<file path="src/rtl/rgf_pkg.sv">
// Shared constants and types for the receiver gain and filter controller
package rgf_pkg;

  // ---------------------------------------------------------------
  // Register map (word index on the plain register port)
  // ---------------------------------------------------------------
  localparam int         ADDR_W          = 3;
  localparam logic [2:0] ADDR_FILTER     = 3'h0;
  localparam logic [2:0] ADDR_FIRST_GAIN = 3'h1;
  localparam logic [2:0] ADDR_GAIN_CFG   = 3'h2;
  localparam logic [2:0] ADDR_RX_CTRL    = 3'h3;
  localparam logic [2:0] ADDR_MODE       = 3'h4;
  localparam logic [2:0] ADDR_GAIN_STATE = 3'h5;
  localparam logic [2:0] ADDR_COMMAND    = 3'h6;

  // ---------------------------------------------------------------
  // Reset values
  // ---------------------------------------------------------------
  localparam logic [7:0] FILTER_RST      = 8'h00;
  localparam logic [7:0] FIRST_GAIN_RST  = 8'h06;
  localparam logic [7:0] GAIN_CFG_RST    = 8'h00;
  localparam logic [7:0] RX_CTRL_RST     = 8'h05;
  localparam logic [7:0] MODE_RST        = 8'h00;

  // ---------------------------------------------------------------
  // Field layout
  // ---------------------------------------------------------------
  localparam int ZERO_LSB = 0;
  localparam int LP_LSB   = 3;
  localparam int FG_RED_LSB   = 0;
  localparam int FG_BOOST_BIT = 3;
  localparam int GC_WIN_LSB   = 0;
  localparam int GC_RED_LSB   = 4;
  localparam int RC_AGC_EN    = 0;
  localparam int RC_AGC_M     = 1;
  localparam int RC_AGC_ALG   = 2;
  localparam int MD_MODE_LSB  = 0;
  localparam int MD_RATE_LSB  = 4;

  // ---------------------------------------------------------------
  // Direct commands
  // ---------------------------------------------------------------
  localparam logic [7:0] CMD_RESET_GAIN = 8'h01;
  localparam logic [7:0] CMD_PRESET     = 8'h02;
  localparam logic [7:0] CMD_MASK_RX    = 8'h03;
  localparam logic [7:0] CMD_UNMASK_RX  = 8'h04;
  localparam logic [7:0] CMD_SQUELCH    = 8'h05;

  // ---------------------------------------------------------------
  // Gain step limits
  // ---------------------------------------------------------------
  localparam logic [2:0] FG_RED_MAX   = 3'h6;
  localparam logic [2:0] WIN_MAX      = 3'h4;
  localparam logic [2:0] RED23_MAX    = 3'h6;
  localparam logic [3:0] STEP_MAX     = 4'ha;
  localparam logic [3:0] STEP_PRESET  = 4'h4;
  localparam logic [3:0] AGC_PULSES   = 4'h8;
  localparam logic [1:0] SQ_TOGGLE_OK = 2'h2;

  // ---------------------------------------------------------------
  // Timing
  // ---------------------------------------------------------------
  localparam int CLK_MHZ        = 250;
  localparam int SQ_WINDOW_US   = 50;
  localparam int SQ_WINDOW_CYC  = SQ_WINDOW_US * CLK_MHZ;

  // ---------------------------------------------------------------
  // Encodings
  // ---------------------------------------------------------------
  typedef enum logic [3:0] {
    RGF_MODE_ISO_A   = 4'h0,
    RGF_MODE_ISO_B   = 4'h1,
    RGF_MODE_P2P_ACT = 4'h2,
    RGF_MODE_STREAM  = 4'h3,
    RGF_MODE_TRANSP  = 4'h4
  } rgf_mode_t;

  typedef enum logic [2:0] {
    RGF_RATE_128 = 3'h0,
    RGF_RATE_64  = 3'h1,
    RGF_RATE_32  = 3'h2,
    RGF_RATE_16  = 3'h3,
    RGF_RATE_8   = 3'h4,
    RGF_RATE_4   = 3'h5
  } rgf_rate_t;

  // First zero: 0=60k 1=40k 2=12k; third zero: 0=400k 1=200k 2=80k
  localparam logic [1:0] Z1_60K  = 2'h0;
  localparam logic [1:0] Z1_40K  = 2'h1;
  localparam logic [1:0] Z1_12K  = 2'h2;
  localparam logic [1:0] Z3_400K = 2'h0;
  localparam logic [1:0] Z3_200K = 2'h1;
  localparam logic [1:0] Z3_80K  = 2'h2;

  // Low-pass corner select codes
  localparam logic [2:0] LP_1200K = 3'h0;
  localparam logic [2:0] LP_600K  = 3'h1;
  localparam logic [2:0] LP_300K  = 3'h3;
  localparam logic [2:0] LP_2M    = 3'h4;
  localparam logic [2:0] LP_7M    = 3'h5;

  // Zero option bits inside the filter field
  localparam logic [2:0] ZB_NONE  = 3'h0;
  localparam logic [2:0] ZB_MID   = 3'h4;
  localparam logic [2:0] ZB_LOW   = 3'h2;
  localparam logic [2:0] ZB_MID_L = 3'h5;

endpackage

</file>
<file path="src/rtl/rgf_sq_if.sv">
// Link between the controller and its squelch transition monitor
`timescale 1ns/1ps
`default_nettype none
interface rgf_sq_if;
  logic enable;
  logic dig;
  logic too_many;
  logic quiet;
  modport ctl (output enable, output dig, input  too_many, input  quiet);
  modport mon (input  enable, input  dig, output too_many, output quiet);
endinterface
`default_nettype wire

</file>
<file path="src/rtl/rgf_squelch_mon.sv">
// Counts digitizer transitions per observation window
`timescale 1ns/1ps
`default_nettype none
module rgf_squelch_mon
  import rgf_pkg::*;
#(
  parameter int WINDOW_CYC = SQ_WINDOW_CYC
) (
  input  wire logic clk,
  input  wire logic resetn,
  rgf_sq_if.mon     sq
);

  logic [15:0] win_cnt;
  logic [1:0]  tog_cnt;
  logic        dig_d;
  logic        win_end;

  assign win_end = (win_cnt == 16'(WINDOW_CYC - 1));

  always_ff @(posedge clk or negedge resetn) begin
    if (!resetn) begin
      dig_d <= 1'b0;
    end else begin
      dig_d <= sq.dig;
    end
  end

  // ---------------------------------------------------------------
  // Window timer and transition count
  // ---------------------------------------------------------------
  // window counting
  always_ff @(posedge clk or negedge resetn) begin
    if (!resetn) begin
      win_cnt <= 16'h0000;
      tog_cnt <= 2'h0;
    end else if (!sq.enable || win_end) begin
      win_cnt <= 16'h0000;
      tog_cnt <= 2'h0;
    end else begin
      win_cnt <= win_cnt + 16'h0001;
      // Saturates at three: only "more than two" matters
      if ((sq.dig != dig_d) && (tog_cnt != 2'h3)) begin
        tog_cnt <= tog_cnt + 2'h1;
      end
    end
  end

  always_ff @(posedge clk or negedge resetn) begin
    if (!resetn) begin
      sq.too_many <= 1'b0;
      sq.quiet    <= 1'b0;
    end else begin
      sq.too_many <= sq.enable && win_end && (tog_cnt > SQ_TOGGLE_OK);
      sq.quiet    <= sq.enable && win_end && (tog_cnt <= SQ_TOGGLE_OK);
    end
  end

endmodule
`default_nettype wire

</file>
<file path="src/rtl/rgf_ctrl.sv">
// Receiver filter, gain and AGC/squelch step controller
//
// Functional notes
// - First stage: six 2.5 dB cuts, boost option
// - First gain only by write; resets minimum
// - First zero 60k, options give 40k/12k
// - Filter bits 2..0 decode both zeros
// - Stage 2/3 gain, six 3 dB steps
// - Gain reset reloads shadow, clears squelch
// - Filter bits 5..3 select low-pass corner
// - Preset per mode/rate; none for stream/transparent
// - Preset values for peer mode and fc/8-4
// - Preset values for type A/B rates
// - Five digitizer windows, 3 dB apart
// - Eleven steps: window first, then gain
// - Start step comes from gain config
// - Gain state register shows step used
// - Receive window by timer or commands
// - AGC runs with window; fall captures state
// - Squelch cuts 3 dB per noisy window
//
// The register addresses and the address-and-strobe port were left to the implementer.
`timescale 1ns/1ps
`default_nettype none
module rgf_ctrl
  import rgf_pkg::*;
#(
  parameter int SQ_WIN_CYC = SQ_WINDOW_CYC
) (
  input  wire logic              clk,
  input  wire logic              resetn,
  input  wire logic [ADDR_W-1:0] reg_addr,
  input  wire logic [7:0]        reg_wdata,
  input  wire logic              reg_wr,
  input  wire logic              reg_rd,
  output logic      [7:0]        reg_rdata,
  input  wire logic              mask_timer_expired,
  input  wire logic              digitizer_in,
  input  wire logic              agc_comp_in,
  output logic                   rx_on,
  output logic      [2:0]        first_gain_red,
  output logic                   first_gain_boost,
  output logic      [1:0]        first_zero_sel,
  output logic      [1:0]        third_zero_sel,
  output logic      [2:0]        lowpass_corner_sel,
  output logic      [2:0]        dig_window_sel,
  output logic      [2:0]        gain23_red
);

  // ---------------------------------------------------------------
  // Functions
  // ---------------------------------------------------------------
  // Step from a window/gain-reduction pair
  function automatic logic [3:0] step_of(input logic [2:0] win, input logic [2:0] red);
    logic [2:0] w;
    logic [2:0] r;
    w = (win > WIN_MAX) ? WIN_MAX : win;
    r = (red > RED23_MAX) ? RED23_MAX : red;
    if (r != 3'h0) begin
      step_of = {1'b0, WIN_MAX} + {1'b0, r};
    end else begin
      step_of = {1'b0, w};
    end
  endfunction

  function automatic logic [3:0] sat_add(input logic [3:0] a, input logic [3:0] b);
    logic [4:0] s;
    s = {1'b0, a} + {1'b0, b};
    sat_add = (s > {1'b0, STEP_MAX}) ? STEP_MAX : s[3:0];
  endfunction

  // ---------------------------------------------------------------
  // Registers
  // ---------------------------------------------------------------
  logic [7:0] receiver_filter_config;
  logic [7:0] first_gain_config;
  logic [7:0] gain_config;
  logic [7:0] rx_config;
  logic [7:0] mode_config;
  logic [3:0] gain_state;
  logic [3:0] shadow_step;
  logic [3:0] sq_red;
  logic [3:0] cur_step;
  logic [3:0] base_step;
  logic [3:0] agc_pulses;
  logic       rx_on_d;
  logic       sq_active;
  logic       agc_d;
  logic       agc_hit;
  logic       dig_d;
  logic       cmd_wr;
  logic       cmd_reset_gain;
  logic       cmd_preset;
  logic       preset_hit;
  logic [5:0] preset_val;
  logic [7:0] next_rdata;
  logic       dig_s1;
  logic       dig_s2;
  logic       agc_s1;
  logic       agc_s2;

  rgf_sq_if sq_link ();

  assign cmd_wr         = reg_wr && (reg_addr == ADDR_COMMAND);
  assign cmd_reset_gain = cmd_wr && (reg_wdata == CMD_RESET_GAIN);
  assign cmd_preset     = cmd_wr && (reg_wdata == CMD_PRESET);
  assign base_step      = sat_add(shadow_step, sq_red);
  assign agc_hit        = agc_s2 && !agc_d;

  // ---------------------------------------------------------------
  // Pin synchronisers
  // ---------------------------------------------------------------
  always_ff @(posedge clk or negedge resetn) begin
    if (!resetn) begin
      dig_s1 <= 1'b0;
      dig_s2 <= 1'b0;
      agc_s1 <= 1'b0;
      agc_s2 <= 1'b0;
      agc_d  <= 1'b0;
      dig_d  <= 1'b0;
    end else begin
      dig_s1 <= digitizer_in;
      dig_s2 <= dig_s1;
      agc_s1 <= agc_comp_in;
      agc_s2 <= agc_s1;
      agc_d  <= agc_s2;
      dig_d  <= dig_s2;
    end
  end

  // ---------------------------------------------------------------
  // Preset table
  // ---------------------------------------------------------------
  always_comb begin
    preset_hit = 1'b1;
    preset_val = {LP_1200K, ZB_NONE};
    unique case (rgf_mode_t'(mode_config[MD_MODE_LSB +: 4]))
      RGF_MODE_P2P_ACT: preset_val = {LP_1200K, ZB_MID_L};
      RGF_MODE_ISO_A: begin
        unique case (rgf_rate_t'(mode_config[MD_RATE_LSB +: 3]))
          RGF_RATE_128: preset_val = {LP_1200K, ZB_NONE};
          RGF_RATE_64:  preset_val = {LP_1200K, ZB_MID};
          RGF_RATE_32,
          RGF_RATE_16:  preset_val = {LP_2M, ZB_LOW};
          RGF_RATE_8,
          RGF_RATE_4:   preset_val = {LP_7M, ZB_MID};
          default:      preset_hit = 1'b0;
        endcase
      end
      RGF_MODE_ISO_B: begin
        unique case (rgf_rate_t'(mode_config[MD_RATE_LSB +: 3]))
          RGF_RATE_128,
          RGF_RATE_64:  preset_val = {LP_1200K, ZB_MID};
          RGF_RATE_32,
          RGF_RATE_16:  preset_val = {LP_2M, ZB_LOW};
          RGF_RATE_8,
          RGF_RATE_4:   preset_val = {LP_7M, ZB_MID};
          default:      preset_hit = 1'b0;
        endcase
      end
      // no preset in stream or transparent
      default: preset_hit = 1'b0;
    endcase
  end

  // ---------------------------------------------------------------
  // Configuration registers
  // ---------------------------------------------------------------
  always_ff @(posedge clk or negedge resetn) begin
    if (!resetn) begin
      receiver_filter_config <= FILTER_RST;
    end else if (cmd_preset && preset_hit) begin
      receiver_filter_config <= {receiver_filter_config[7:6], preset_val};
    end else if (reg_wr && (reg_addr == ADDR_FILTER)) begin
      receiver_filter_config <= reg_wdata;
    end
  end

  // only a write changes first gain
  always_ff @(posedge clk or negedge resetn) begin
    if (!resetn) begin
      first_gain_config <= FIRST_GAIN_RST;
    end else if (reg_wr && (reg_addr == ADDR_FIRST_GAIN)) begin
      first_gain_config <= reg_wdata;
    end
  end

  always_ff @(posedge clk or negedge resetn) begin
    if (!resetn) begin
      gain_config <= GAIN_CFG_RST;
      rx_config   <= RX_CTRL_RST;
      mode_config <= MODE_RST;
    end else if (reg_wr) begin
      if (reg_addr == ADDR_GAIN_CFG) begin
        gain_config <= reg_wdata;
      end
      if (reg_addr == ADDR_RX_CTRL) begin
        rx_config <= reg_wdata;
      end
      if (reg_addr == ADDR_MODE) begin
        mode_config <= reg_wdata;
      end
    end
  end

  // ---------------------------------------------------------------
  // Receive window
  // ---------------------------------------------------------------
  // timer raises, commands force
  always_ff @(posedge clk or negedge resetn) begin
    if (!resetn) begin
      rx_on <= 1'b0;
    end else if (cmd_wr && (reg_wdata == CMD_MASK_RX)) begin
      rx_on <= 1'b0;
    end else if (mask_timer_expired || (cmd_wr && (reg_wdata == CMD_UNMASK_RX))) begin
      rx_on <= 1'b1;
    end
  end

  always_ff @(posedge clk or negedge resetn) begin
    if (!resetn) begin
      rx_on_d <= 1'b0;
    end else begin
      rx_on_d <= rx_on;
    end
  end

  // ---------------------------------------------------------------
  // Shadow and squelch reduction
  // ---------------------------------------------------------------
  // reload shadow from gain configuration
  always_ff @(posedge clk or negedge resetn) begin
    if (!resetn) begin
      shadow_step <= 4'h0;
    end else if (cmd_reset_gain) begin
      shadow_step <= step_of(gain_config[GC_WIN_LSB +: 3], gain_config[GC_RED_LSB +: 3]);
    end
  end

  // Squelch accepted only while the receive window is closed
  always_ff @(posedge clk or negedge resetn) begin
    if (!resetn) begin
      sq_active <= 1'b0;
    end else if (cmd_reset_gain || rx_on) begin
      sq_active <= 1'b0;
    end else if (cmd_wr && (reg_wdata == CMD_SQUELCH)) begin
      sq_active <= 1'b1;
    end else if (sq_link.quiet || (sq_link.too_many && (base_step == STEP_MAX))) begin
      sq_active <= 1'b0;
    end
  end

  always_ff @(posedge clk or negedge resetn) begin
    if (!resetn) begin
      sq_red <= 4'h0;
    end else if (cmd_reset_gain) begin
      sq_red <= 4'h0;
    end else if (sq_active && sq_link.too_many && (base_step != STEP_MAX)) begin
      sq_red <= sq_red + 4'h1;
    end
  end

  assign sq_link.enable = sq_active;
  assign sq_link.dig    = dig_s2;

  rgf_squelch_mon #(
    .WINDOW_CYC (SQ_WIN_CYC)
  ) u_sq_mon (
    .clk    (clk),
    .resetn (resetn),
    .sq     (sq_link)
  );

  // ---------------------------------------------------------------
  // AGC step
  // ---------------------------------------------------------------
  // Limited mode only acts over the first subcarrier pulses
  always_ff @(posedge clk or negedge resetn) begin
    if (!resetn) begin
      agc_pulses <= 4'h0;
    end else if (!rx_on) begin
      agc_pulses <= 4'h0;
    end else if (dig_s2 && !dig_d && (agc_pulses != AGC_PULSES)) begin
      agc_pulses <= agc_pulses + 4'h1;
    end
  end

  always_ff @(posedge clk or negedge resetn) begin
    if (!resetn) begin
      cur_step <= 4'h0;
    end else if (!rx_on || cmd_reset_gain) begin
      cur_step <= base_step;
    end else if (!rx_on_d) begin
      if (rx_config[RC_AGC_EN] && rx_config[RC_AGC_ALG] && (base_step < STEP_PRESET)) begin
        cur_step <= STEP_PRESET;
      end else begin
        cur_step <= base_step;
      end
    end else if (rx_config[RC_AGC_EN] && agc_hit && (cur_step != STEP_MAX) &&
                 (!rx_config[RC_AGC_M] || (agc_pulses != AGC_PULSES))) begin
      cur_step <= cur_step + 4'h1;
    end
  end

  always_ff @(posedge clk or negedge resetn) begin
    if (!resetn) begin
      gain_state <= 4'h0;
    end else if (rx_on_d && !rx_on) begin
      gain_state <= cur_step;
    end
  end

  // ---------------------------------------------------------------
  // Analog control outputs
  // ---------------------------------------------------------------
  // window then gain from step
  always_ff @(posedge clk or negedge resetn) begin
    if (!resetn) begin
      dig_window_sel <= 3'h0;
      gain23_red     <= 3'h0;
    end else if (cur_step > {1'b0, WIN_MAX}) begin
      dig_window_sel <= WIN_MAX;
      gain23_red     <= 3'(cur_step - {1'b0, WIN_MAX});
    end else begin
      dig_window_sel <= cur_step[2:0];
      gain23_red     <= 3'h0;
    end
  end

  always_ff @(posedge clk or negedge resetn) begin
    if (!resetn) begin
      first_gain_red   <= FG_RED_MAX;
      first_gain_boost <= 1'b0;
    end else begin
      first_gain_red   <= (first_gain_config[FG_RED_LSB +: 3] > FG_RED_MAX) ?
                          FG_RED_MAX : first_gain_config[FG_RED_LSB +: 3];
      first_gain_boost <= first_gain_config[FG_BOOST_BIT];
    end
  end

  // unused codes fall back to default
  always_ff @(posedge clk or negedge resetn) begin
    if (!resetn) begin
      first_zero_sel <= Z1_60K;
      third_zero_sel <= Z3_400K;
    end else begin
      unique case (receiver_filter_config[ZERO_LSB +: 3])
        3'h4:    begin first_zero_sel <= Z1_60K; third_zero_sel <= Z3_200K; end
        3'h2:    begin first_zero_sel <= Z1_40K; third_zero_sel <= Z3_80K;  end
        3'h1:    begin first_zero_sel <= Z1_12K; third_zero_sel <= Z3_200K; end
        3'h3:    begin first_zero_sel <= Z1_12K; third_zero_sel <= Z3_80K;  end
        3'h5:    begin first_zero_sel <= Z1_12K; third_zero_sel <= Z3_200K; end
        default: begin first_zero_sel <= Z1_60K; third_zero_sel <= Z3_400K; end
      endcase
    end
  end

  always_ff @(posedge clk or negedge resetn) begin
    if (!resetn) begin
      lowpass_corner_sel <= LP_1200K;
    end else begin
      unique case (receiver_filter_config[LP_LSB +: 3])
        LP_600K, LP_300K, LP_2M, LP_7M:
                 lowpass_corner_sel <= receiver_filter_config[LP_LSB +: 3];
        default: lowpass_corner_sel <= LP_1200K;
      endcase
    end
  end

  // ---------------------------------------------------------------
  // Register read
  // ---------------------------------------------------------------
  always_comb begin
    next_rdata = 8'h00;
    unique case (reg_addr)
      ADDR_FILTER:     next_rdata = receiver_filter_config;
      ADDR_FIRST_GAIN: next_rdata = first_gain_config;
      ADDR_GAIN_CFG:   next_rdata = gain_config;
      ADDR_RX_CTRL:    next_rdata = rx_config;
      ADDR_MODE:       next_rdata = mode_config;
      ADDR_GAIN_STATE: next_rdata = {4'h0, gain_state};
      default:         next_rdata = 8'h00;
    endcase
  end

  // Data only in the cycle after the strobe
  always_ff @(posedge clk or negedge resetn) begin
    if (!resetn) begin
      reg_rdata <= 8'h00;
    end else if (reg_rd) begin
      reg_rdata <= next_rdata;
    end else begin
      reg_rdata <= 8'h00;
    end
  end

endmodule
`default_nettype wire

</file>
<file path="config.mk">
export PLATFORM = sky130hd
export DESIGN_NAME = rgf_ctrl
export DESIGN_NICKNAME = d
export VERILOG_FILES = /design/src/rtl/rgf_pkg.sv /design/src/rtl/rgf_sq_if.sv /design/src/rtl/rgf_squelch_mon.sv /design/src/rtl/rgf_ctrl.sv
export SDC_FILE = /design/constraint.sdc
export NUM_CORES = 1
export LEC_CHECK = 0
export ABC_AREA = 0
export BUFFER_PORTS_ARGS = -buffer_cell sky130_fd_sc_hd__buf_2
export CAP_MARGIN = 40
export CELL_PAD_IN_SITES_DETAIL_PLACEMENT = 1
export CELL_PAD_IN_SITES_GLOBAL_PLACEMENT = 2
export CORE_MARGIN = 8
export CORE_UTILIZATION = 35
export DETAILED_ROUTE_END_ITERATION = 6
export GPL_TIMING_DRIVEN = 0
export HOLD_SLACK_MARGIN = 0.05
export PLACE_DENSITY_LB_ADDON = 0.05
export SETUP_SLACK_MARGIN = 0.5
export SYNTH_ARGS = -nofsm -noshare
export SYNTH_HDL_FRONTEND = slang
export SYNTH_SLANG_ARGS = --single-unit
</file>
<file path="constraint.sdc">
create_clock -name clk -period 3.7 [get_ports clk]
set_clock_uncertainty 0.05 [all_clocks]
set_input_delay 0.185 -clock clk [delete_from_list [all_inputs] [get_ports clk]]
set_output_delay 0.185 -clock clk [all_outputs]
set_load 0.05 [all_outputs]
</file>
* Yosys cells after proc, flatten, opt, wreduce, memory -nomap -nowiden
Cells that the tools add are included.
Cells by class: add/subtract/negate cells 8, order comparisons 8, equal/unequal tests 36, multiplexer cells 35, bitwise gates (word level) 1, reduce and logical (&&, ||, !) cells 58
Operators by type and width (number):
- case mux 6 bit (3 select lines) | 3
- case mux 8 bit (6 select lines) | 1
- 2-to-1 mux 4 bit | 10
- == test 3 bit, second input constant | 9
- logical AND 1 bit | 25
- == test 3 x 2 -> 1 bit, second input constant | 7
- 2-to-1 mux 3 bit | 6
- adder 16 x 1 -> 16 bit, second input constant | 1
- == test 16 x 14 -> 1 bit, second input constant | 1
- == test 8 x 2 -> 1 bit, second input constant | 2
- == test 8 x 3 -> 1 bit, second input constant | 2
- 2-to-1 mux 16 bit | 1
- adder 4 x 1 -> 4 bit, second input constant | 3
- == test 3 x 1 -> 1 bit, second input constant | 4
- 2-to-1 mux 6 bit | 2
- != test 4 bit, second input constant | 3
- OR reduction 2 bit | 5
- > comparator 3 bit, second input constant | 3
- == test 8 x 1 -> 1 bit, second input constant | 1
- 2-to-1 mux 8 bit | 1
- case mux 2 bit (2 select lines) | 2
- AND reduction 2 bit | 4
- nonzero test 2 bit | 4
- zero test 3 bit | 2
- 27 further kinds | 44
Word-level totals: flip-flop bits (word level) 114, input port bits 18, output and inout port bits 26, word-level logic and storage cells 178

* Depth between registers and ports, before layout
Gate-level depths: netlist of run 1.
word-level depth 9, depth in mapped cells 8, depth with buffers taken out 8

* Hierarchy
A second synthesis of run 1 with hierarchy kept.
Unflattened totals: cell total of the unflattened synthesis 493, area, all modules 5525.3 µm²
Modules (own cells, without submodules):
- rgf_ctrl | times used 1, cells an instance 396, area each 4516.8 µm², sequential area each 2359.8 µm²
- rgf_squelch_mon | times used 1, cells an instance 97, area each 1008.5 µm², sequential area each 525.5 µm²

* Worst setup path before layout of run 1
Ideal clock, no wire load.
path kind flip-flop to flip-flop, start point register shadow_step[2], end point register sq_red[3], library setup time 78 ps, data arrival time 2241 ps, setup slack 1331 ps, cell stages (with the launch flop) 7, path buffers 0, path through dfrtp_1 ha_1 and3_1 or3_4 a311o_1 or4_1 a21boi_1
Between the ends: word-level cells in the longest chain between the ends 6
Ends and longest elaborated chain:
- start, declared | line rgf_ctrl.sv:81 | logic [3:0] shadow_step;
- start signal, assigned | line rgf_ctrl.sv:236 | shadow_step <= step_of(gain_config[GC_WIN_LSB +: 3], gain_config[GC_RED_LSB +: 3]);
- adder 4 x 4 -> 5 bit * | line rgf_ctrl.sv:68 | s = {1'b0, a} + {1'b0, b};
- > comparator 5 x 4 -> 1 bit | line rgf_ctrl.sv:69 | sat_add = (s > {1'b0, STEP_MAX}) ? STEP_MAX : s[3:0];
- 2-to-1 mux 4 bit * | line rgf_ctrl.sv:69
- != test 4 bit * | line rgf_ctrl.sv:258 | end else if (sq_active && sq_link.too_many && (base_step != STEP_MAX)) begin
- logical AND 1 bit * | line rgf_ctrl.sv:258
- nonzero test 2 bit (no line) *
- end signal, assigned | line rgf_ctrl.sv:259 | sq_red <= sq_red + 4'h1;
- end, declared | line rgf_ctrl.sv:82 | logic [3:0] sq_red;
Every way passes the cells marked *; elsewhere a longest branch is shown, timed or not. A chain may end at the register's enable or synchronous reset.

* Worst setup path in the final report of run 1
start point register sq_red[0], end point register sq_red[3]
Between the ends: word-level cells in the longest chain between the ends 6, elaborated cells between the ends (all ways) 9, classes of those cells 2 x add/sub; 1 x order compare; 1 x eq/ne; 3 x mux; 2 x reduce/logical
Ends and longest elaborated chain (line):
- adder 4 x 4 -> 5 bit | rgf_ctrl.sv:68
- > comparator 5 x 4 -> 1 bit | rgf_ctrl.sv:69
- 2-to-1 mux 4 bit | rgf_ctrl.sv:69
- != test 4 bit | rgf_ctrl.sv:258
- logical AND 1 bit | rgf_ctrl.sv:258
- nonzero test 2 bit (no line)
Parallel ways exist; a longest one is shown, timed or not. The select of a mux whose other input is x is not followed.

==> results of run 1 <==
[worst register-to-register path: cells and delay by family, from the launching register on]
kind | cells | cell delay [ps]
AO/OA/AOI/OAI | 2 | 500
flip-flops | 1 | 420
XOR/XNOR | 1 | 220
adder cells (fa/ha/maj) | 2 | 640
AND/OR/NAND/NOR | 2 | 640
buffers and inverters | 1 | 60
[routing by layer]
layer | vias up | global-route usage (%) | wire length (um)
met4 | 0 | 5.60 | 178
met2 | 51 | 24.5 | 6560
met3 | 13 | 3.81 | 406
met5 | - | 0 | 0
li1 | 1842 | - | -
met1 | 2000 | 19.1 | 6570
[logic make-up (layout without fill, tap and decap cells)]
kind of cell,count (synthesis),after routing,synth area share (%)
multiplexers,50,50,11.2
flip-flops,114,114,52.6
AND/OR/NAND/NOR,175,175,16.9
adder cells (fa/ha/maj),20,20,4.74
XOR/XNOR,22,22,3.54
buffers and inverters,28,115,2.23
AO/OA/AOI/OAI,67,67,8.75
[how the worst min path moves through the flow]
stage | start | to | slack, ps | cells past startpoint
after global routing | reg_wdata[2] | receiver_filter_config[2] | 90 | 3
after CTS | reg_wdata[1] | receiver_filter_config[1] | 60 | 3
final | reg_wdata[1] | receiver_filter_config[1] | 80 | 3
after global placement | digitizer_in | dig_s1 | 240 | 1
after floorplan | resetn | agc_d | -160 | 0
after detailed placement | resetn | agc_pulses[1] | 140 | 1
[cells in the final DEF (no fill, tap or decap), types with 4 or more instances in the layout]
cell type and count:
buf_2 43, and3_1 5, xor2_1 13, mux2_2 40
o21ai_0 13, and2_1 5, nand2_1 43, nand3_1 28
a22oi_1 6, inv_1 16, nor2_1 43, nand4_1 4
xnor2_1 9, dfrtp_1 108, a21oi_1 8, dlygate4sd3_1 11
clkbuf_1 11, a21boi_0 8, dfstp_2 6, o21a_1 5
nor3_1 6, clkbuf_16 17, a31oi_1 4, nor2b_1 11
mux2i_1 6, ha_1 19
[power by group through the flow]
| stage | Sequential, mW | Clock (mW) | Combinational [mW] |
|---|---|---|---|
| after detailed placement | 1.67 | 0 | 0.813 |
| after global placement | 1.66 | 0 | 0.794 |
| after global routing | 1.68 | 1.77 | 0.891 |
| final | 1.64 | 1.67 | 0.807 |
| after floorplan | 1.80 | 0 | 0.399 |
| after CTS | 1.65 | 1.72 | 0.827 |
[layout make-up]
cell class / count / area (um^2) / share of cell area [%]
Buffer: 12 / 61.3 / 0.924
Clock buffer: 23 / 478 / 7.20
Clock inverter: 9 / 129 / 1.94
Inverter: 16 / 60.1 / 0.905
Multi-Input combinational cell: 334 / 2450 / 37.0
Sequential cell: 114 / 2860 / 43.1
Tap cell: 188 / 235 / 3.54
Timing Repair Buffer: 55 / 359 / 5.41
[per-stage QoR]
step	std cells	utilization, %	setup slack, ps
global placement	706	38.7	897
finish	751	43.7	1110
detailed placement	708	38.9	1080
floorplan	476	-	1330
global route	751	43.7	940
CTS	751	43.7	1080
[state kept, by name (all words and copies together), names as in the netlist, 4 cells and up]
signal,flops
agc_pulses,4
cur_step,4
first_gain_config,8
gain_config,8
gain_state,4
mode_config,8
receiver_filter_config,8
reg_rdata,8
rx_config,8
shadow_step,4
sq_red,4
u_sq_mon.win_cnt,16
[what timing repair did]
action | CTS | global route
gates resized for setup | 0 | 0
hold buffers | 11 | 0
endpoints found under the setup margin | 0 | 0
hold endpoints to repair | 80 | 0
==> flow_summary.json, run 1 <==
{
  "status": "completed",
  "min_period_ps": 2590,
  "synth_seq_area_share_pct": 52.6,
  "die_x_um": 141,
  "startpoint_type": "flop",
  "fin_hold_ws_ps": 76.2,
  "synth_cell_type_count": 63,
  "root_buffer": "clkbuf_16",
  "numClockSinks": 114,
  "grt_usage_pct": 15.1,
  "coreArea_mm2": 0.0152,
  "die_area_mm2": 0.0198,
  "yosys.cell_count.top_type": "dfrtp_1",
  "fmax_ghz": 0.386,
  "netlist_area_mm2": 0.00544,
  "syn-num-nets": 514,
  "cp_slowest_stage_delay_ps": 520,
  "cp.arrival_ps": 2880,
  "post-route-drc-count": 0,
  "grt_pass1_vias": 4325,
  "grt_overflow": 0,
  "ys_ff_latch": 114,
  "maxCapViolCount": 0,
  "switching_power_mw": 1.24,
  "final_cell_area_mm2": 0.00664,
  "finalHoldViolCount": 0,
  "worstSkewPairLatency_ps": 410,
  "synth_top_cell_area_share_pct": 49.7,
  "crit_fanout": 6,
  "crit_end": "sq_red[3]",
  "drtIter0Drc": 103,
  "yosysWarnings": 0,
  "critPathTopFamily": "adder cells",
  "seqPwrFrac_pct": 39.8,
  "place_congestion": 0.788,
  "rrSetupSlack_ps": 1110,
  "internal_power_mw": 2.88,
  "vias": 3906,
  "drive_gt1_share_pct": 24.5,
  "maxSlewViolCount": 0,
  "max_slew_margin_pct": 44.0,
  "reg2reg_depth": 8,
  "numCtsBuffers": 17,
  "ys.flop_type": "dfrtp_1",
  "die_y_um": 141,
  "cp.buffers_inverters": 1,
  "htreeDepth": 4,
  "start_util_pct": 35.8,
  "critPathLaunch": "sq_red[0]",
  "clock_path_buffers": 2,
  "netlist.top_cell.by_area": "dfrtp_1",
  "grt_max_degree": 60,
  "hpwl_um": 10000,
  "crit_type": "reg -> reg",
  "rows": 45,
  "path_clk_slew_ps": 60,
  "clkPwrFrac_pct": 40.6,
  "drt_wl_total_um": 13700,
  "grt_pass1_wl_um": 23200,
  "synth_edf_count": 0,
  "slowest_stage": "or4_1",
  "yosys-top-cells-count": "108 x dfrtp_1, 43 x nand2_1, 43 x nor2_1",
  "comb_power_share_pct": 19.6,
  "swShare_pct": 30.1,
  "r2r_end": "sq_red[3]",
  "via_per_inst": 5.20,
  "wl_per_cell_um": 18.3,
  "avgSynthCellArea_um2": 11.4,
  "rsz0062_at_grt": "false",
  "leakagePower_nw": 2.97,
  "r2r-start": "sq_red[0]",
  "worstPathCellList": "ha_1, inv_1, fa_1, xor2_1, nand2_1, a311o_1, or4_1, a21boi_1",
  "nNetsFinal": 588,
  "powerDensity_mw_per_mm2": 621,
  "n_fill_cell": 1667,
  "hold_class": "in -> reg",
  "antenna_cells": 0,
  "placed_area_mm2": 0.00592,
  "antenna_found_initial": 0,
  "setup_viol": 0,
  "critPathRequiredTime_ps": 3990,
  "pin_count": 44,
  "postRouteAntennaNets": 0,
  "worst_pin_slew_ps": 837,
  "synth_cells": 476,
  "synthToLayoutAreaGrowth_pct": 22.1,
  "cts_setup_buffers": 0,
  "tns_ps": 0,
  "async_reset_ff_share_pct": 100,
  "crit_cells": 8,
  "period_share_pct": 70.1,
  "yosys-top-cells-area": "dfrtp_1 50%, mux2_2 8.3%, ha_1 4.4%",
  "firstDrtPassIters": 4,
  "ir_drop_uv": 489,
  "finalPower_mw": 4.12,
  "crit_path_end_kind": "flop",
  "cts_tree": "built",
  "io_buffers": 42
}
(Power assumes the default switching activity.)
==> run 2: changes to the inputs <==
- ABC_AREA: 0 -> 1
- CORE_UTILIZATION: 35 -> 33
- clock period: 3.7 -> 2.1 ns (I/O delays scaled with it)
==> flow_summary.json, run 2 <==
{
  "synth_top_cell_area_share_pct": 50.1,
  "yosys-top-cells-count": "148 x nand2_1, 108 x dfrtp_1, 75 x inv_1",
  "via_per_inst": 4.90,
  "synth-compound-area-share_pct": 10.8,
  "drt_wl_total_um": 15700,
  "synthMuxAreaShare_pct": 0,
  "netlist.top_cell.by_area": "dfrtp_1",
  "start_util_pct": 33.9,
  "status": "completed",
  "final_common_cell": "nand2_1",
  "async_reset_ff_share_pct": 100,
  "pre_cts_ws_ps": -260,
  "synth_top_family_by_area": "simple AND/OR/NAND/NOR gates",
  "numClockSinks": 114,
  "largest_reg_flops": 16,
  "synthAdderAreaFrac_pct": 4.77,
  "yosysWarnings": 0,
  "leakagePower_nw": 3.33,
  "clock_path_buffers": 2,
  "rows": 46,
  "syn-num-nets": 669,
  "critPathRequiredTime_ps": 2360,
  "grtUsageMet2_pct": 27.4,
  "yosys.area_share.simple_pct": 23.9,
  "path_clk_slew_ps": 60,
  "die_x_um": 144,
  "pin_count": 44,
  "swShare_pct": 31.8,
  "io_buffers": 43,
  "fin_hold_ws_ps": 58.9,
  "worst_pin_slew_ps": 533,
  "ir_drop_uv": 570,
  "yosys.cell_count.top_type": "nand2_1",
  "drive_gt1_share_pct": 22.7,
  "htreeDepth": 4,
  "crit_type": "reg -> reg",
  "synthToLayoutAreaGrowth_pct": 28.7,
  "slowest_stage": "dfrtp_1",
  "cp.arrival_ps": 2180,
  "max_slew_margin_pct": 64.5,
  "fin_ws_ps": 176,
  "powerDensity_mw_per_mm2": 983,
  "avgSynthCellArea_um2": 8.56,
  "die_y_um": 144,
  "grt_max_degree": 61,
  "use_met3_pct": 4.94,
  "worstPathCellList": "ha_4, inv_2, fa_2, xnor2_2, buf_4, nor2_2, nand3_2, nand2_2, nand2_2, nand2_1, a21oi_2",
  "n_fill_cell": 1889,
  "nNetsFinal": 762,
  "top_register": "u_sq_mon.win_cnt",
  "startpoint_type": "flop",
  "crit_top_cell": "nand2_2",
  "maxSlewViolCount": 0,
  "post-route-drc-count": 0,
  "ys_ff_latch": 114,
  "synth_cell_type_count": 41,
  "min_period_ps": 1920,
  "ys.flop_type": "dfrtp_1",
  "switching_power_mw": 2.17,
  "vias": 4670,
  "root_buffer": "clkbuf_16",
  "crit_fanout": 3,
  "wl_per_cell_um": 16.5,
  "maxCapViolCount": 0,
  "grt_pass1_wl_um": 25800,
  "internal_power_mw": 4.65,
  "die_area_mm2": 0.0207,
  "fmax_ghz": 0.520,
  "busiest_layer": "met2",
  "firstDrtPassIters": 4,
  "grt_overflow": 0,
  "comb_power_share_pct": 19.2,
  "numCtsBuffers": 17,
  "hpwl_um": 11400,
  "cp_slowest_stage_delay_ps": 390,
  "synth_edf_count": 0,
  "grt_use_met1_pct": 20.1,
  "utilization_pct": 43.6,
  "setup_viol": 0,
  "netlist_area_mm2": 0.00540,
  "drtIter0Drc": 185,
  "grt_pass1_vias": 5012,
  "postRouteAntennaNets": 0,
  "coreArea_mm2": 0.0159,
  "period_share_pct": 91.6,
  "synth_seq_area_share_pct": 53.0,
  "grt_usage_pct": 16.5,
  "synth_cells": 631,
  "place_congestion": 0.831,
  "worstSkewPairLatency_ps": 420,
  "hold_class": "in -> reg",
  "clkPwrFrac_pct": 40.0,
  "crit_path_end_kind": "flop",
  "seqPwrFrac_pct": 40.8,
  "cts_tree": "built",
  "synth_xor_area_share_pct": 1.30,
  "finalHoldViolCount": 0,
  "finalPower_mw": 6.83,
  "antenna_found_initial": 2,
  "rsz0062_at_grt": "true",
  "yosys-top-cells-area": "dfrtp_1 50%, nand2_1 10%, inv_1 5.2%",
  "final_cell_mix": "138 x nand2_1, 101 x dfrtp_1, 69 x inv_1, 52 x nor2_1, 52 x o21ai_0"
}
## run 2: changes by cell type after synthesis, moves of 11 or more
cell	change
a21oi_1	+13
inv_1	+59
mux2_2	-40
nand2_1	+105
nor2_1	+20
nor2b_1	-11
o21ai_0	+41
## run 2: through the flow
stage               std cells  TNS (ps)  area [um^2]
finish                    953         0         6950
global route              953         0         6950
CTS                       942         0         6770
detailed placement        891      -992         5940
global placement          890    -65970         5910
floorplan                 631         0         5420
## run 2: kinds of logic (layout without fill, tap and decap cells)
| family | after synthesis | count (layout) |
|---|---|---|
| AOI/OAI and AO/OA | 104 | 104 |
| xor gates and xnor gates | 8 | 8 |
| adders and majority gates | 20 | 20 |
| buffers and inverters | 89 | 194 |
| DFF | 114 | 114 |
| other | 0 | 1 |
| and+or+nand+nor | 296 | 296 |
## run 2: power by group through the flow
stage | Clock, mW | Sequential [mW] | Combinational, mW
final | 2.73 | 2.79 | 1.31
after global routing | 2.89 | 2.83 | 1.48
after CTS | 2.80 | 2.79 | 1.30
after detailed placement | 0 | 2.82 | 1.27
after global placement | 0 | 2.81 | 1.23
after floorplan | 0 | 3.11 | 0.537
## run 2: layer usage
metal,routed length (um),vias up
met5,12,-
met4,248,2
met3,582,25
met2,7730,58
met1,7120,2335
li1,-,2250
## run 2: layout make-up
class	count	area [um^2]	area share, %
Clock buffer	22	484	6.97
Sequential cell	114	2870	41.3
Clock inverter	9	81.3	1.17
Multi-Input combinational cell	428	2380	34.2
Tap cell	216	270	3.89
Antenna cell	1	2.50	0.0360
Inverter	81	308	4.43
Buffer	8	41.3	0.594
Timing Repair Buffer	74	513	7.38
## run 2: path summary, 6_finish.rpt
path	slack (ps)	cells after the start	endpoint	from
max in group asynchronous	1110	3	u_sq_mon.win_cnt[4]	resetn
min in group asynchronous	180	2	third_zero_sel[0]	resetn
hold reg to reg	300	0	dig_s2	dig_s1
setup reg to reg	180	11	cur_step[1]	shadow_step[0]
setup / recovery	180	11	cur_step[1]	shadow_step[0]
hold / removal	60	3	gain_config[7]	reg_wdata[7]
## run 2: what timing repair did
item | in CTS | in global routing
pin swaps | 13 | 11
setup endpoints to repair | 26 | 30
setup buffers | 9 | 10
gates resized for setup | 22 | 34
hold buffers | 11 | 0
endpoints found under the hold margin | 63 | 0
cloned | 0 | 0
## run 2: critical path, delay by kind of cell, from the launching register on
kind | cells | cell delay (ps)
fa+ha+maj | 2 | 520
simple gates | 5 | 420
flops | 1 | 390
buf+inv | 2 | 190
xor+xnor | 1 | 170
compound gates | 1 | 50
==> run 3: changes to the inputs <==
- CORE_ASPECT_RATIO: default -> 2
==> flow_summary.json, run 3 (synthesized netlist as in run 2, its figures left out) <==
{
  "status": "completed",
  "setup_viol": 0,
  "path_clk_slew_ps": 60,
  "die_y_um": 197,
  "finalHoldViolCount": 0,
  "startpoint_type": "flop",
  "postRouteAntennaNets": 0,
  "crit_type": "reg -> reg",
  "leakagePower_nw": 3.32,
  "maxCapViolCount": 0,
  "synthToLayoutAreaGrowth_pct": 29.1,
  "pin_count": 44,
  "crit_path_end_kind": "flop",
  "grt_usage_pct": 17.3,
  "root_buffer": "clkbuf_16",
  "drtIter0Drc": 132,
  "place_congestion": 0.820,
  "max_slew_margin_pct": 62.7,
  "die_area_mm2": 0.0210,
  "powerDensity_mw_per_mm2": 992,
  "grt_overflow": 0,
  "fin_hold_ws_ps": 65.4,
  "crit_fanout": 6,
  "post-route-drc-count": 0,
  "numCtsBuffers": 17,
  "rows": 66,
  "worstSkewPairLatency_ps": 420,
  "finalPower_mw": 6.92,
  "drive_gt1_share_pct": 22.7,
  "rsz0062_at_grt": "true",
  "via_per_inst": 4.90,
  "maxSlewViolCount": 0,
  "antenna_found_initial": 0,
  "numClockSinks": 114,
  "cts_tree": "built",
  "die_x_um": 106,
  "drt_wl_total_um": 16900,
  "final_cell_mix": "140 x nand2_1, 101 x dfrtp_1, 66 x inv_1, 53 x nor2_1, 50 x o21ai_0",
  "coreArea_mm2": 0.0162,
  "antenna_cells": 0,
  "wl_per_cell_um": 18.1,
  "critPathRequiredTime_ps": 2340,
  "largest_reg_flops": 16,
  "io_buffers": 43,
  "fmax_ghz": 0.521,
  "grt_pass1_vias": 5099,
  "min_period_ps": 1920,
  "hpwl_um": 12500,
  "grt_max_degree": 61,
  "cp.arrival_ps": 2160,
  "ir_drop_uv": 562,
  "grt_pass1_wl_um": 27700,
  "vias": 4587,
  "top_register": "u_sq_mon.win_cnt",
  "clock_path_buffers": 2,
  "final_common_cell": "nand2_1",
  "worst_pin_slew_ps": 560,
  "period_share_pct": 91.5,
  "hold_class": "in -> reg",
  "utilization_pct": 43.1,
  "firstDrtPassIters": 4,
  "htreeDepth": 4,
  "nNetsFinal": 759,
  "start_util_pct": 33.4
}
[run 3: changes by cell type in the layout (fill, tap and decap cells not counted), moves of 3 or more]
cell	delta
nor2_4	+4
clkbuf_1	+3
inv_1	-3
nor2_2	-5
[run 3: critical path, cell delays in order (launching register included)]
cell,delay (ps)
dfrtp_2,410
ha_4,150
inv_2,30
fa_2,390
buf_6,140
nor3_4,140
nor2_4,100
o21ai_4,100
buf_6,140
nand2_2,40
nand2_1,50
a21oi_1,60
[run 3: final cells by class]
| class | count | area [um^2] |
|---|---|---|
| Fill cell | 1947 | 9220 |
| Sequential cell | 114 | 2870 |
| Multi-Input combinational cell | 428 | 2440 |
| Timing Repair Buffer | 71 | 485 |
| Clock buffer | 24 | 482 |
| Inverter | 81 | 318 |
| Tap cell | 204 | 255 |
| Clock inverter | 6 | 80.1 |
| Buffer | 8 | 37.5 |
[run 3: routing by layer]
layer / GRT usage, % / vias to the layer above / part of all wire [%]
met5: 0 / - / 0
met2: 32.6 / 63 / 57
met3: 3.53 / 14 / 2.6
li1: - / 2236 / -
met1: 18.1 / 2274 / 39
met4: 6.72 / 0 / 1.8
[run 3: power by group]
part	leakage (nW)	internal (mW)	switching [mW]
combinational	1.60	0.386	0.944
sequential	1.45	2.54	0.269
clock	0.280	1.82	0.959
total	3.32	4.74	2.17
[run 3: worst paths after layout]
check / from / to / slack (ps) / depth (start not counted)
min: reg_wdata[6] / first_gain_config[6] / 70 / 3
max reg2reg: sq_red[0] / sq_active / 180 / 11
min in group asynchronous: resetn / u_sq_mon.win_cnt[0] / 170 / 2
min reg2reg: agc_s1 / agc_s2 / 300 / 0
max: sq_red[0] / sq_active / 180 / 11
max in group asynchronous: resetn / first_gain_red[1] / 1050 / 3
[run 3: timing repair]
| action | in CTS | in global routing |
|---|---|---|
| setup buffers | 8 | 10 |
| endpoints found under the setup margin | 27 | 30 |
| gates resized for setup | 34 | 36 |
| pin swaps | 19 | 16 |
| endpoints found under the hold margin | 62 | 0 |
| hold buffers | 9 | 0 |
[run 3: through the flow]
stage | cell area, um^2 | instances | worst slack, ps | TNS, ps
6_report | 6970 | 936 | 179 | 0
5_1_grt | 6970 | 936 | 67.2 | 0
4_1_cts | 6760 | 926 | 108 | 0
3_5_place_dp | 5930 | 879 | -388 | -1620
3_3_place_gp | 5890 | 878 | -626 | -66690
2_1_floorplan | 5420 | 631 | 296 | 0
